## src/audio_rx_map.svh

```systemverilog
// timing figures, word sizes and ratio table of the serial audio receiver
`ifndef AUDIO_RX_MAP_SVH
`define AUDIO_RX_MAP_SVH

`define CLK_MHZ       250
`define PWRUP_MS      14
`define PWRUP_CYC     (`PWRUP_MS * `CLK_MHZ * 1000)
`define PWRDN_US      22
`define PWRDN_CYC     (`PWRDN_US * `CLK_MHZ)
`define BCLK_TMO_NS   1000
`define BCLK_TMO_CYC  ((`BCLK_TMO_NS * `CLK_MHZ) / 1000)
`define FS_TMO_US     130
`define FS_TMO_CYC    (`FS_TMO_US * `CLK_MHZ)
`define WORD_BITS     24
`define SHORT_BITS    16
`define SHORT_RATIO   32
`define RATIO_TOL     1
`define SLOT_DELAY    16
`define CNT_SAT       10'h3FE
`define RATIO_ENTRIES 11
`define RATIO_TABLE   '{'{10'h020, 2'h1, 4'h8}, '{10'h032, 2'h1, 4'h8}, \
                        '{10'h040, 2'h2, 4'h8}, '{10'h064, 2'h2, 4'h8}, \
                        '{10'h07D, 2'h2, 4'h8}, '{10'h080, 2'h2, 4'h4}, \
                        '{10'h0C8, 2'h2, 4'h4}, '{10'h0FA, 2'h2, 4'h4}, \
                        '{10'h100, 2'h1, 4'h1}, '{10'h190, 2'h1, 4'h1}, \
                        '{10'h1F4, 2'h1, 4'h1}}

`endif

```

## src/audio_rx_pkg.sv

```systemverilog
// types and ratio lookup of the serial audio receiver
`include "audio_rx_map.svh"

package audio_rx_pkg;

    // pin selected interface format
    typedef enum logic [1:0] {FMT_I2S_LEFT, FMT_I2S_RIGHT,
                              FMT_PCM, FMT_PCM_SLOT} fmt_t;

    // power sequencer states
    typedef enum logic [1:0] {ST_DOWN, ST_UP, ST_ON, ST_OFF} pwr_t;

    typedef struct packed {
        logic [9:0] nominal;
        logic [1:0] n1;
        logic [3:0] n2;
    } ratio_ent_t;

    typedef struct packed {
        logic       ok;
        logic       short_word;
        logic [1:0] n1;
        logic [3:0] n2;
    } ratio_info_t;

    localparam ratio_ent_t RATIO_TBL [`RATIO_ENTRIES] = `RATIO_TABLE;

    // match a measured ratio against the table within the tolerance
    function automatic ratio_info_t ratio_lookup(input logic [9:0] meas);
        ratio_info_t info;
        logic [10:0] lo;
        logic [10:0] hi;
        info = '0;
        for (int i = 0; i < `RATIO_ENTRIES; i++) begin
            lo = {1'b0, meas} + 11'(`RATIO_TOL);
            hi = {1'b0, RATIO_TBL[i].nominal} + 11'(`RATIO_TOL);
            if (lo >= {1'b0, RATIO_TBL[i].nominal} && {1'b0, meas} <= hi) begin
                info.ok         = 1'b1;
                info.short_word = (RATIO_TBL[i].nominal == 10'(`SHORT_RATIO));
                info.n1         = RATIO_TBL[i].n1;
                info.n2         = RATIO_TBL[i].n2;
            end
        end
        return info;
    endfunction

endpackage

```

## src/audio_slot_rx.sv

```systemverilog
// slave serial audio receiver with power sequencing
`timescale 1ns/1ps

// Notes on behaviour
// - supply reset leaves everything powered down
// - clocks at an accepted ratio plus enable start 14 ms power-up
// - stopped clocks finish power-down in 22 us
// - slave only; clock and sync never driven
// - serial data sampled on bit clock rise
// - 24-bit words; 16 MSBs at ratio 32
// - I2S MSB on second rise after sync change
// - sync low left, sync high right
// - slot mode delays capture by bit clocks
// - without delay, capture right after sync
// - format chosen by two slot select pins
// - measure ratio, accept within one, set divider
// - stopped clocks shut output driver off
module audio_slot_rx
    import audio_rx_pkg::*;
#(
    parameter int unsigned PWRUP_CYC  = `PWRUP_CYC,  // power-up length
    parameter int unsigned PWRDN_CYC  = `PWRDN_CYC,  // power-down length
    parameter int unsigned FS_TMO_CYC = `FS_TMO_CYC, // sync idle limit
    parameter int unsigned SLOT_DELAY = `SLOT_DELAY  // slot delay, bclks
) (
    input  wire logic        REF_CLK_I,              // 250 MHz clock
    input  wire logic        SYS_RST_I,              // async reset, high
    input  wire logic        BCLK_I,                 // bit clock pin
    input  wire logic        FRAME_SYNC_I,           // frame sync pin
    input  wire logic        SERIAL_AUDIO_INPUT_I,   // serial data pin
    input  wire logic        ENABLE_I,               // enable pin
    input  wire logic        SLOT_SELECT_PIN_A_I,    // format pin a
    input  wire logic        SLOT_SELECT_PIN_B_I,    // format pin b
    output logic [23:0]      SAMPLE_O,               // received word
    output logic             SAMPLE_VALID_O,         // word strobe
    output logic             DRIVER_EN_O,            // output stage on
    output logic [1:0]       POWER_STATE_O,          // sequencer state
    output logic             RATIO_LOCK_O,           // ratio accepted
    output logic [1:0]       INTERNAL_MASTER_CLOCK_DIV_O, // divider
    output logic [3:0]       INTERNAL_MASTER_CLOCK_MUL_O  // multiplier
);

    localparam logic [31:0] PWRUP_LAST = 32'(PWRUP_CYC - 1);
    localparam logic [31:0] PWRDN_LAST = 32'(PWRDN_CYC - 1);
    localparam logic [31:0] FS_TMO     = 32'(FS_TMO_CYC);
    localparam logic [8:0]  BCLK_TMO   = 9'(`BCLK_TMO_CYC);
    localparam logic [7:0]  SLOT_SKIP  = 8'(SLOT_DELAY);
    localparam logic [4:0]  LAST_LONG  = 5'(`WORD_BITS - 1);
    localparam logic [4:0]  LAST_SHORT = 5'(`SHORT_BITS - 1);

    logic [2:0]  bclk_s_r;
    logic [2:0]  fs_s_r;
    logic [1:0]  din_s_r;
    logic [1:0]  en_s_r;
    logic [1:0]  sa_s_r;
    logic [1:0]  sb_s_r;
    logic        bclk_rise;
    logic        fs_now;
    logic        din;
    logic        en;
    fmt_t        fmt;
    logic        is_i2s;

    logic        fs_prev_r;
    logic        fs_prev_nxt;
    logic        busy_r;
    logic        busy_nxt;
    logic [7:0]  skip_r;
    logic [7:0]  skip_nxt;
    logic [4:0]  bit_r;
    logic [4:0]  bit_nxt;
    logic [23:0] shift_r;
    logic [23:0] shift_nxt;
    logic        chan_r;
    logic        chan_nxt;
    logic [23:0] sample_r;
    logic [23:0] sample_nxt;
    logic        valid_r;
    logic        valid_nxt;
    logic        frame_start;
    logic        last_bit;
    logic        keep;

    logic [8:0]  bclk_idle_r;
    logic [8:0]  bclk_idle_nxt;
    logic [31:0] fs_idle_r;
    logic [31:0] fs_idle_nxt;
    logic        bclk_stop;
    logic        fs_stop;
    logic        clk_run;

    pwr_t        pwr_r;
    pwr_t        pwr_nxt;
    logic [31:0] pwr_cnt_r;
    logic [31:0] pwr_cnt_nxt;

    logic        ratio_ok;
    logic        ratio_short;
    logic [1:0]  ratio_n1;
    logic [3:0]  ratio_n2;

    // pins are only ever inputs; two flops before any use
    always_ff @(posedge REF_CLK_I or posedge SYS_RST_I) begin
        if (SYS_RST_I) begin
            bclk_s_r <= '0;
            fs_s_r   <= '0;
            din_s_r  <= '0;
            en_s_r   <= '0;
            sa_s_r   <= '0;
            sb_s_r   <= '0;
        end else begin
            bclk_s_r <= {bclk_s_r[1:0], BCLK_I};
            fs_s_r   <= {fs_s_r[1:0], FRAME_SYNC_I};
            din_s_r  <= {din_s_r[0], SERIAL_AUDIO_INPUT_I};
            en_s_r   <= {en_s_r[0], ENABLE_I};
            sa_s_r   <= {sa_s_r[0], SLOT_SELECT_PIN_A_I};
            sb_s_r   <= {sb_s_r[0], SLOT_SELECT_PIN_B_I};
        end
    end

    // synchronised levels, bit clock edge and pin format
    assign bclk_rise = bclk_s_r[1] & ~bclk_s_r[2];
    assign fs_now    = fs_s_r[1];
    assign din       = din_s_r[1];
    assign en        = en_s_r[1];
    assign fmt       = fmt_t'({sa_s_r[1], sb_s_r[1]});
    assign is_i2s    = (fmt == FMT_I2S_LEFT) || (fmt == FMT_I2S_RIGHT);

    // I2S starts on any sync change, PCM on the rising marker
    assign frame_start = is_i2s ? (fs_now != fs_prev_r)
                                : (fs_now & ~fs_prev_r);
    assign last_bit    = ratio_short ? (bit_r == LAST_SHORT)
                                     : (bit_r == LAST_LONG);
    // sync low is left, high is right; keep the selected one
    assign keep = is_i2s ? (chan_r == (fmt == FMT_I2S_RIGHT))
                         : 1'b1;

    // serial word capture on bit clock rising edges
    always_comb begin
        fs_prev_nxt = fs_prev_r;
        busy_nxt    = busy_r;
        skip_nxt    = skip_r;
        bit_nxt     = bit_r;
        shift_nxt   = shift_r;
        chan_nxt    = chan_r;
        sample_nxt  = sample_r;
        valid_nxt   = 1'b0;
        if (pwr_r != ST_ON) begin
            sample_nxt = '0;
        end
        if (bclk_rise) begin
            fs_prev_nxt = fs_now;
            // finish the running word first: its last bit can share
            // the edge on which the next frame starts
            if (busy_r) begin
                if (skip_r != 8'h00) begin
                    skip_nxt = skip_r - 8'h01;
                end else begin
                    shift_nxt = {shift_r[22:0], din};
                    bit_nxt   = bit_r + 5'h01;
                    if (last_bit) begin
                        busy_nxt = 1'b0;
                        if (keep && pwr_r == ST_ON) begin
                            valid_nxt  = 1'b1;
                            sample_nxt = ratio_short
                                ? {shift_r[14:0], din, 8'h00}
                                : {shift_r[22:0], din};
                        end
                    end
                end
            end
            if (frame_start) begin
                busy_nxt  = 1'b1;
                bit_nxt   = '0;
                shift_nxt = '0;
                chan_nxt  = fs_now;
                skip_nxt  = (fmt == FMT_PCM_SLOT) ? SLOT_SKIP
                                                  : 8'h00;
            end
        end
    end

    always_ff @(posedge REF_CLK_I or posedge SYS_RST_I) begin
        if (SYS_RST_I) begin
            fs_prev_r <= 1'b0;
            busy_r    <= 1'b0;
            skip_r    <= '0;
            bit_r     <= '0;
            shift_r   <= '0;
            chan_r    <= 1'b0;
            sample_r  <= '0;
            valid_r   <= 1'b0;
        end else begin
            fs_prev_r <= fs_prev_nxt;
            busy_r    <= busy_nxt;
            skip_r    <= skip_nxt;
            bit_r     <= bit_nxt;
            shift_r   <= shift_nxt;
            chan_r    <= chan_nxt;
            sample_r  <= sample_nxt;
            valid_r   <= valid_nxt;
        end
    end

    // idle counters that notice stopped bit clock or frame sync
    always_comb begin
        bclk_idle_nxt = bclk_idle_r;
        fs_idle_nxt   = fs_idle_r;
        if (bclk_rise) begin
            bclk_idle_nxt = '0;
        end else if (bclk_idle_r != BCLK_TMO) begin
            bclk_idle_nxt = bclk_idle_r + 9'h001;
        end
        if (fs_s_r[1] != fs_s_r[2]) begin
            fs_idle_nxt = '0;
        end else if (fs_idle_r != FS_TMO) begin
            fs_idle_nxt = fs_idle_r + 32'h0000_0001;
        end
    end

    always_ff @(posedge REF_CLK_I or posedge SYS_RST_I) begin
        if (SYS_RST_I) begin
            bclk_idle_r <= BCLK_TMO;
            fs_idle_r   <= FS_TMO;
        end else begin
            bclk_idle_r <= bclk_idle_nxt;
            fs_idle_r   <= fs_idle_nxt;
        end
    end

    assign bclk_stop = (bclk_idle_r == BCLK_TMO);
    assign fs_stop   = (fs_idle_r == FS_TMO);
    assign clk_run   = ~bclk_stop & ~fs_stop & ratio_ok;

    // ratio measurement on frame marks seen at bit clock edges
    bclk_ratio_detect u_ratio (
        .clk_i       (REF_CLK_I),
        .rst_i       (SYS_RST_I),
        .bclk_rise_i (bclk_rise),
        .frame_i     (fs_now & ~fs_prev_r),
        .clear_i     (bclk_stop | fs_stop),
        .ok_o        (ratio_ok),
        .short_o     (ratio_short),
        .n1_o        (ratio_n1),
        .n2_o        (ratio_n2)
    );

    // power sequencer: down, timed up, on, timed off
    always_comb begin
        pwr_nxt     = pwr_r;
        pwr_cnt_nxt = pwr_cnt_r;
        case (pwr_r)
            ST_DOWN: begin
                if (en && clk_run) begin
                    pwr_nxt     = ST_UP;
                    pwr_cnt_nxt = '0;
                end
            end
            ST_UP: begin
                if (!en || !clk_run) begin
                    pwr_nxt     = ST_OFF;
                    pwr_cnt_nxt = '0;
                end else if (pwr_cnt_r == PWRUP_LAST) begin
                    pwr_nxt     = ST_ON;
                    pwr_cnt_nxt = '0;
                end else begin
                    pwr_cnt_nxt = pwr_cnt_r + 32'h0000_0001;
                end
            end
            ST_ON: begin
                if (!en || !clk_run) begin
                    pwr_nxt     = ST_OFF;
                    pwr_cnt_nxt = '0;
                end
            end
            ST_OFF: begin
                if (pwr_cnt_r == PWRDN_LAST) begin
                    pwr_nxt     = ST_DOWN;
                    pwr_cnt_nxt = '0;
                end else begin
                    pwr_cnt_nxt = pwr_cnt_r + 32'h0000_0001;
                end
            end
            default: begin
                pwr_nxt     = ST_DOWN;
                pwr_cnt_nxt = '0;
            end
        endcase
    end

    // reset lands in the powered-down state
    always_ff @(posedge REF_CLK_I or posedge SYS_RST_I) begin
        if (SYS_RST_I) begin
            pwr_r     <= ST_DOWN;
            pwr_cnt_r <= '0;
        end else begin
            pwr_r     <= pwr_nxt;
            pwr_cnt_r <= pwr_cnt_nxt;
        end
    end

    // outputs
    assign SAMPLE_O                    = sample_r;
    assign SAMPLE_VALID_O              = valid_r;
    assign DRIVER_EN_O                 = (pwr_r == ST_ON);
    assign POWER_STATE_O               = pwr_r;
    assign RATIO_LOCK_O                = ratio_ok;
    assign INTERNAL_MASTER_CLOCK_DIV_O = ratio_n1;
    assign INTERNAL_MASTER_CLOCK_MUL_O = ratio_n2;
endmodule

```

## src/bclk_ratio_detect.sv

```systemverilog
// bit clocks per frame measurement and clock divider selection
`timescale 1ns/1ps

module bclk_ratio_detect
    import audio_rx_pkg::*;
(
    input  wire logic       clk_i,       // reference clock
    input  wire logic       rst_i,       // async reset, high
    input  wire logic       bclk_rise_i, // bit clock rising edge pulse
    input  wire logic       frame_i,     // frame mark on this edge
    input  wire logic       clear_i,     // clocks stopped
    output logic            ok_o,        // ratio accepted
    output logic            short_o,     // ratio of 32
    output logic [1:0]      n1_o,        // master clock divider
    output logic [3:0]      n2_o         // master clock multiplier
);

    logic [9:0]  cnt_r;
    logic [9:0]  cnt_nxt;
    logic        seen_r;
    logic        seen_nxt;
    ratio_info_t info_r;
    ratio_info_t info_nxt;
    ratio_info_t meas_info;

    // count edges between frame marks, judge at each mark after the first
    always_comb begin
        meas_info = ratio_lookup(cnt_r + 10'h001);
        cnt_nxt   = cnt_r;
        seen_nxt  = seen_r;
        info_nxt  = info_r;
        if (clear_i) begin
            cnt_nxt  = '0;
            seen_nxt = 1'b0;
            info_nxt = '0;
        end else if (bclk_rise_i) begin
            if (frame_i) begin
                cnt_nxt  = '0;
                seen_nxt = 1'b1;
                if (seen_r) begin
                    info_nxt = meas_info;
                end
            end else if (cnt_r != `CNT_SAT) begin
                cnt_nxt = cnt_r + 10'h001;
            end
        end
    end

    always_ff @(posedge clk_i or posedge rst_i) begin
        if (rst_i) begin
            cnt_r  <= '0;
            seen_r <= 1'b0;
            info_r <= '0;
        end else begin
            cnt_r  <= cnt_nxt;
            seen_r <= seen_nxt;
            info_r <= info_nxt;
        end
    end

    assign ok_o    = info_r.ok;
    assign short_o = info_r.short_word;
    assign n1_o    = info_r.n1;
    assign n2_o    = info_r.n2;
endmodule

```

## config.mk

```make
export PLATFORM = sky130hd
export DESIGN_NAME = audio_slot_rx
export DESIGN_NICKNAME = d
export VERILOG_FILES = /design/src/audio_rx_pkg.sv /design/src/audio_slot_rx.sv /design/src/bclk_ratio_detect.sv
export VERILOG_INCLUDE_DIRS = /design/src
export SDC_FILE = /design/constraint.sdc
export NUM_CORES = 1
export LEC_CHECK = 0
export ABC_AREA = 0
export BUFFER_PORTS_ARGS = -buffer_cell sky130_fd_sc_hd__buf_2
export CORE_UTILIZATION = 55
export DETAILED_ROUTE_END_ITERATION = 8
export HOLD_SLACK_MARGIN = 0.02
export MAX_ROUTING_LAYER = met4
export PLACE_DENSITY_LB_ADDON = 0.08
export SLEW_MARGIN = 20
export SYNTH_ARGS = -nofsm -noshare
export SYNTH_HDL_FRONTEND = slang
export SYNTH_SLANG_ARGS = --single-unit
```

## constraint.sdc

```tcl
create_clock -name REF_CLK_I -period 9.7 [get_ports REF_CLK_I]
set_clock_uncertainty 0.05 [all_clocks]
set_input_delay 0.97 -clock REF_CLK_I [delete_from_list [all_inputs] [get_ports REF_CLK_I]]
set_output_delay 0.97 -clock REF_CLK_I [all_outputs]
set_load 0.005 [all_outputs]
```

==> impl_results.rst <==
.. list-table::
   :header-rows: 1

   * - Metric
     - Value
   * - Clock Path Buffers
     - 2
   * - Flip-flop and latch count after synthesis
     - 171
   * - Net Count, Synth
     - 1032
   * - Post-placement setup slack
     - roughly 5.7 ns
   * - Core ar.
     - 16600 um2
   * - Distinct cell type count after synthesis
     - 78
   * - Average cell area after synthesis
     - 9.34 um2
   * - Length of the first detailed-routing pass in iterations
     - 5
   * - Crit path max-delay cell type
     - dfrtp_1
   * - Number of filler cells placed in the layout
     - 1388
   * - Wire length of the first global-routing pass
     - about 37000 um
   * - Top FF cell, synth
     - dfrtp_1
   * - Number of clock sinks seen by CTS
     - 171
   * - Worst Tran Pin Value
     - roughly 0.93 ns
   * - Area of the mapped netlist
     - ~9400 um2
   * - Req. time, crit path
     - between 9 and 10 ns
   * - Post-route setup slack
     - 5.56 ns
   * - Initial antenna violation count
     - 0
   * - Headroom to the max-slew limit
     - 0.381
   * - Utilization after layout
     - 0.622
   * - Crit path time final
     - between 4 and 5 ns
   * - Count of flip-flops with a built-in enable after synthesis
     - 0
   * - Remaining antenna violation count
     - 0
   * - Peak fanout along the critical path
     - 21
   * - Vertical die dimension
     - 133 um
   * - Hold-fix buffer count after cts
     - 0
   * - Worst stage delay on the critical path
     - 0.67 ns
   * - Fraction of the cycle the final worst path needs
     - 0.427
   * - Die W
     - between 100 and 150 um
   * - Worst setup EP type
     - register
   * - Kind of launch point of the worst setup path
     - register
   * - Worst setup path category
     - reg -> reg
   * - Final Setup Violations
     - 0
   * - Overflow left after global routing
     - 0
   * - Mean number of vias per cell
     - 6.03
   * - Layout net count
     - 1047
   * - Total leakage power
     - 0.00428 uW
   * - Total of cells resized after clock tree synthesis
     - 0
   * - Slack of the worst reg-to-reg path
     - 5.56 ns
   * - Level count of the clock H-tree
     - 4
   * - Final cell area excluding filler cells
     - 10300 um2
   * - Wire length after detailed routing
     - 22400 um
   * - Routed len/inst
     - 17.9 um
   * - Max frequency
     - 0.241 GHz
   * - Number of hold-slack violations in the final timing report
     - 0
   * - Largest net degree at the start of global routing
     - 100
   * - Outcome
     - complete, no violations
   * - Clock tree from TritonCTS
     - done
   * - Clock transition at path regs
     - approximately 0.070 ns
   * - Initial core utilization
     - 0.564
   * - Diodes inserted
     - 0
   * - Setup repair after global routing missed its margin
     - no
   * - Num ports
     - 43
   * - Post-Place Cell Area
     - approximately 9700 um2
   * - DRC violation total after the first TritonRoute iteration
     - 510
   * - Num rows
     - between 40 and 50
   * - Root buffer cell
     - clkbuf_16
   * - Skew-Pair Late Insertion Delay
     - approximately 0.43 ns
   * - Dominant delay contributor by cell family on the critical path
     - compound AO/OA/AOI/OAI gates
   * - Class of the tightest hold or removal check
     - reg -> reg
   * - Area delta synth->final
     - 10.2%
   * - Number of design rule violations left after detail routing
     - 0
   * - TritonCTS Buffers
     - 17
   * - Most common cell after layout, fill and taps aside
     - dfrtp_1
   * - Overall die area
     - 17600 um2
   * - Areal power density over the cells
     - 192 nW/um2
   * - Number of buffer cells added on primary ports
     - 41
   * - Arrival time reported for the critical path endpoint
     - 4.41 ns
   * - Setup repair bufs after CTS
     - 0
   * - Synthesis warning total
     - 0
   * - Placer Congestion
     - 0.991
   * - DP Wirelength
     - approximately 15000 um
   * - Combined buffer and inverter count along the critical path
     - 1
   * - Count of max-cap constraint violations
     - 0
   * - Total negative slack
     - 0 ns
   * - Cell chain of the critical path
     - ha_1 > buf_4 > nand3_1 > o21ai_0 > a22oi_1 > nor4_1 > nand4_1 > o2111a_1 > or2_1 > a32o_1
   * - Gate count after technology mapping
     - roughly 1000
   * - Peak VDD IR
     - 0.152 mV
   * - Count of final max-slew check failures
     - 0
   * - Overall global routing resource usage
     - 0.276
   * - Share of flip-flops with an asynchronous set or reset after synthesis
     - 1.00
   * - Via count of the first global-routing pass
     - 7174
   * - Fraction of final layout cells sized beyond drive strength 1
     - 0.123
   * - Vias after detailed routing
     - 7557
   * - Sequential cell area fraction in the yosys report
     - 0.458
   * - Commonest non-fill, non-tap cells in the layout
     - 154 x dfrtp_1, 111 x nor2_1, 75 x nand2_1, 72 x o21ai_0, 66 x nand3_1
synth_stat cells, drive strengths merged, types with 6 or more instances:
cell    number  share of area
nand3       66          0.035
o21ai       72          0.038
or2          6         0.0040
nand2       75          0.030
inv         25          0.010
xnor2       36          0.034
nand4       24          0.016
a21oi       34          0.018
and2         8         0.0053
a31oi        7         0.0047
xor2        36          0.034
ha          18          0.024
nor4b        6         0.0079
clkbuf      37          0.015
or3         18          0.012
buf         18         0.0095
dfrtp      154           0.41
a211oi       6         0.0048
a22o        26          0.024
and3        15          0.010
dfstp       17          0.048
nor2       112          0.045
nor2b        6         0.0040
nor3        25          0.015
mux2i       21          0.022
o22ai        6         0.0040
nand2b      20          0.013
o31ai       10         0.0080
nor4        22          0.018
metal layers:
metal	track usage	share of wire
met1	0.377	0.47
met2	0.409	0.46
met3	0.0556	0.047
met4	0.0932	0.024
met5	-	0
cells by family (layout without fill, tap and decap cells):
kind of cell,after synthesis,in the layout,synth area share
flip-flops,171,171,0.458
other,1,1,0.000399
AO/OA/AOI/OAI,206,206,0.145
XOR/XNOR,72,72,0.0671
multiplexers,26,26,0.0284
AND/OR/NAND/NOR,432,432,0.243
buffers and inverters,80,108,0.0342
adder cells (fa/ha/maj),18,18,0.0240
path summary, 6_finish.rpt:
kind,from,endpoint,cells past startpoint
max,u_ratio.cnt_r[0],u_ratio.n2_o[2],10
min,sa_s_r[0],sa_s_r[1],0
max reg2reg,u_ratio.cnt_r[0],u_ratio.n2_o[2],10
min reg2reg,sa_s_r[0],sa_s_r[1],0
max in group asynchronous,SYS_RST_I,fs_idle_r[26],3
min in group asynchronous,SYS_RST_I,pwr_cnt_r[23],2
power by group:
group          internal (uW)  switching, uW  total [uW]
registers                765           70.2         835
logic                    153            288         441
clock network            398            310         708
layout make-up:
type                            instances  area, um2  area share
Inverter                               25       98.8     0.00955
Sequential cell                       171       4300       0.416
Clock buffer                           18        439      0.0424
Tap cell                              220        275      0.0266
Timing Repair Buffer                   51        280      0.0271
Multi-Input combinational cell        755       4780       0.462
Clock inverter                         14        175      0.0169
registers in the layout, summed over array words and instances, names as in the netlist, 5 cells and up:
| register | flops |
|---|---|
| fs_idle_r | 32 |
| pwr_cnt_r | 32 |
| SAMPLE_O | 24 |
| shift_r | 23 |
| u_ratio.cnt_r | 10 |
| bclk_idle_r | 9 |
| skip_r | 8 |
| bit_r | 5 |
metrics by stage:
step,hold WS (ns),cells,power [uW]
after global routing,0.308,1254,2090
after CTS,0.301,1254,2000
after global placement,0.283,1222,1280
final,0.300,1254,1980
after detailed placement,0.285,1222,1280
after floorplan,0.281,1006,1160
(Power assumes the default switching activity.)
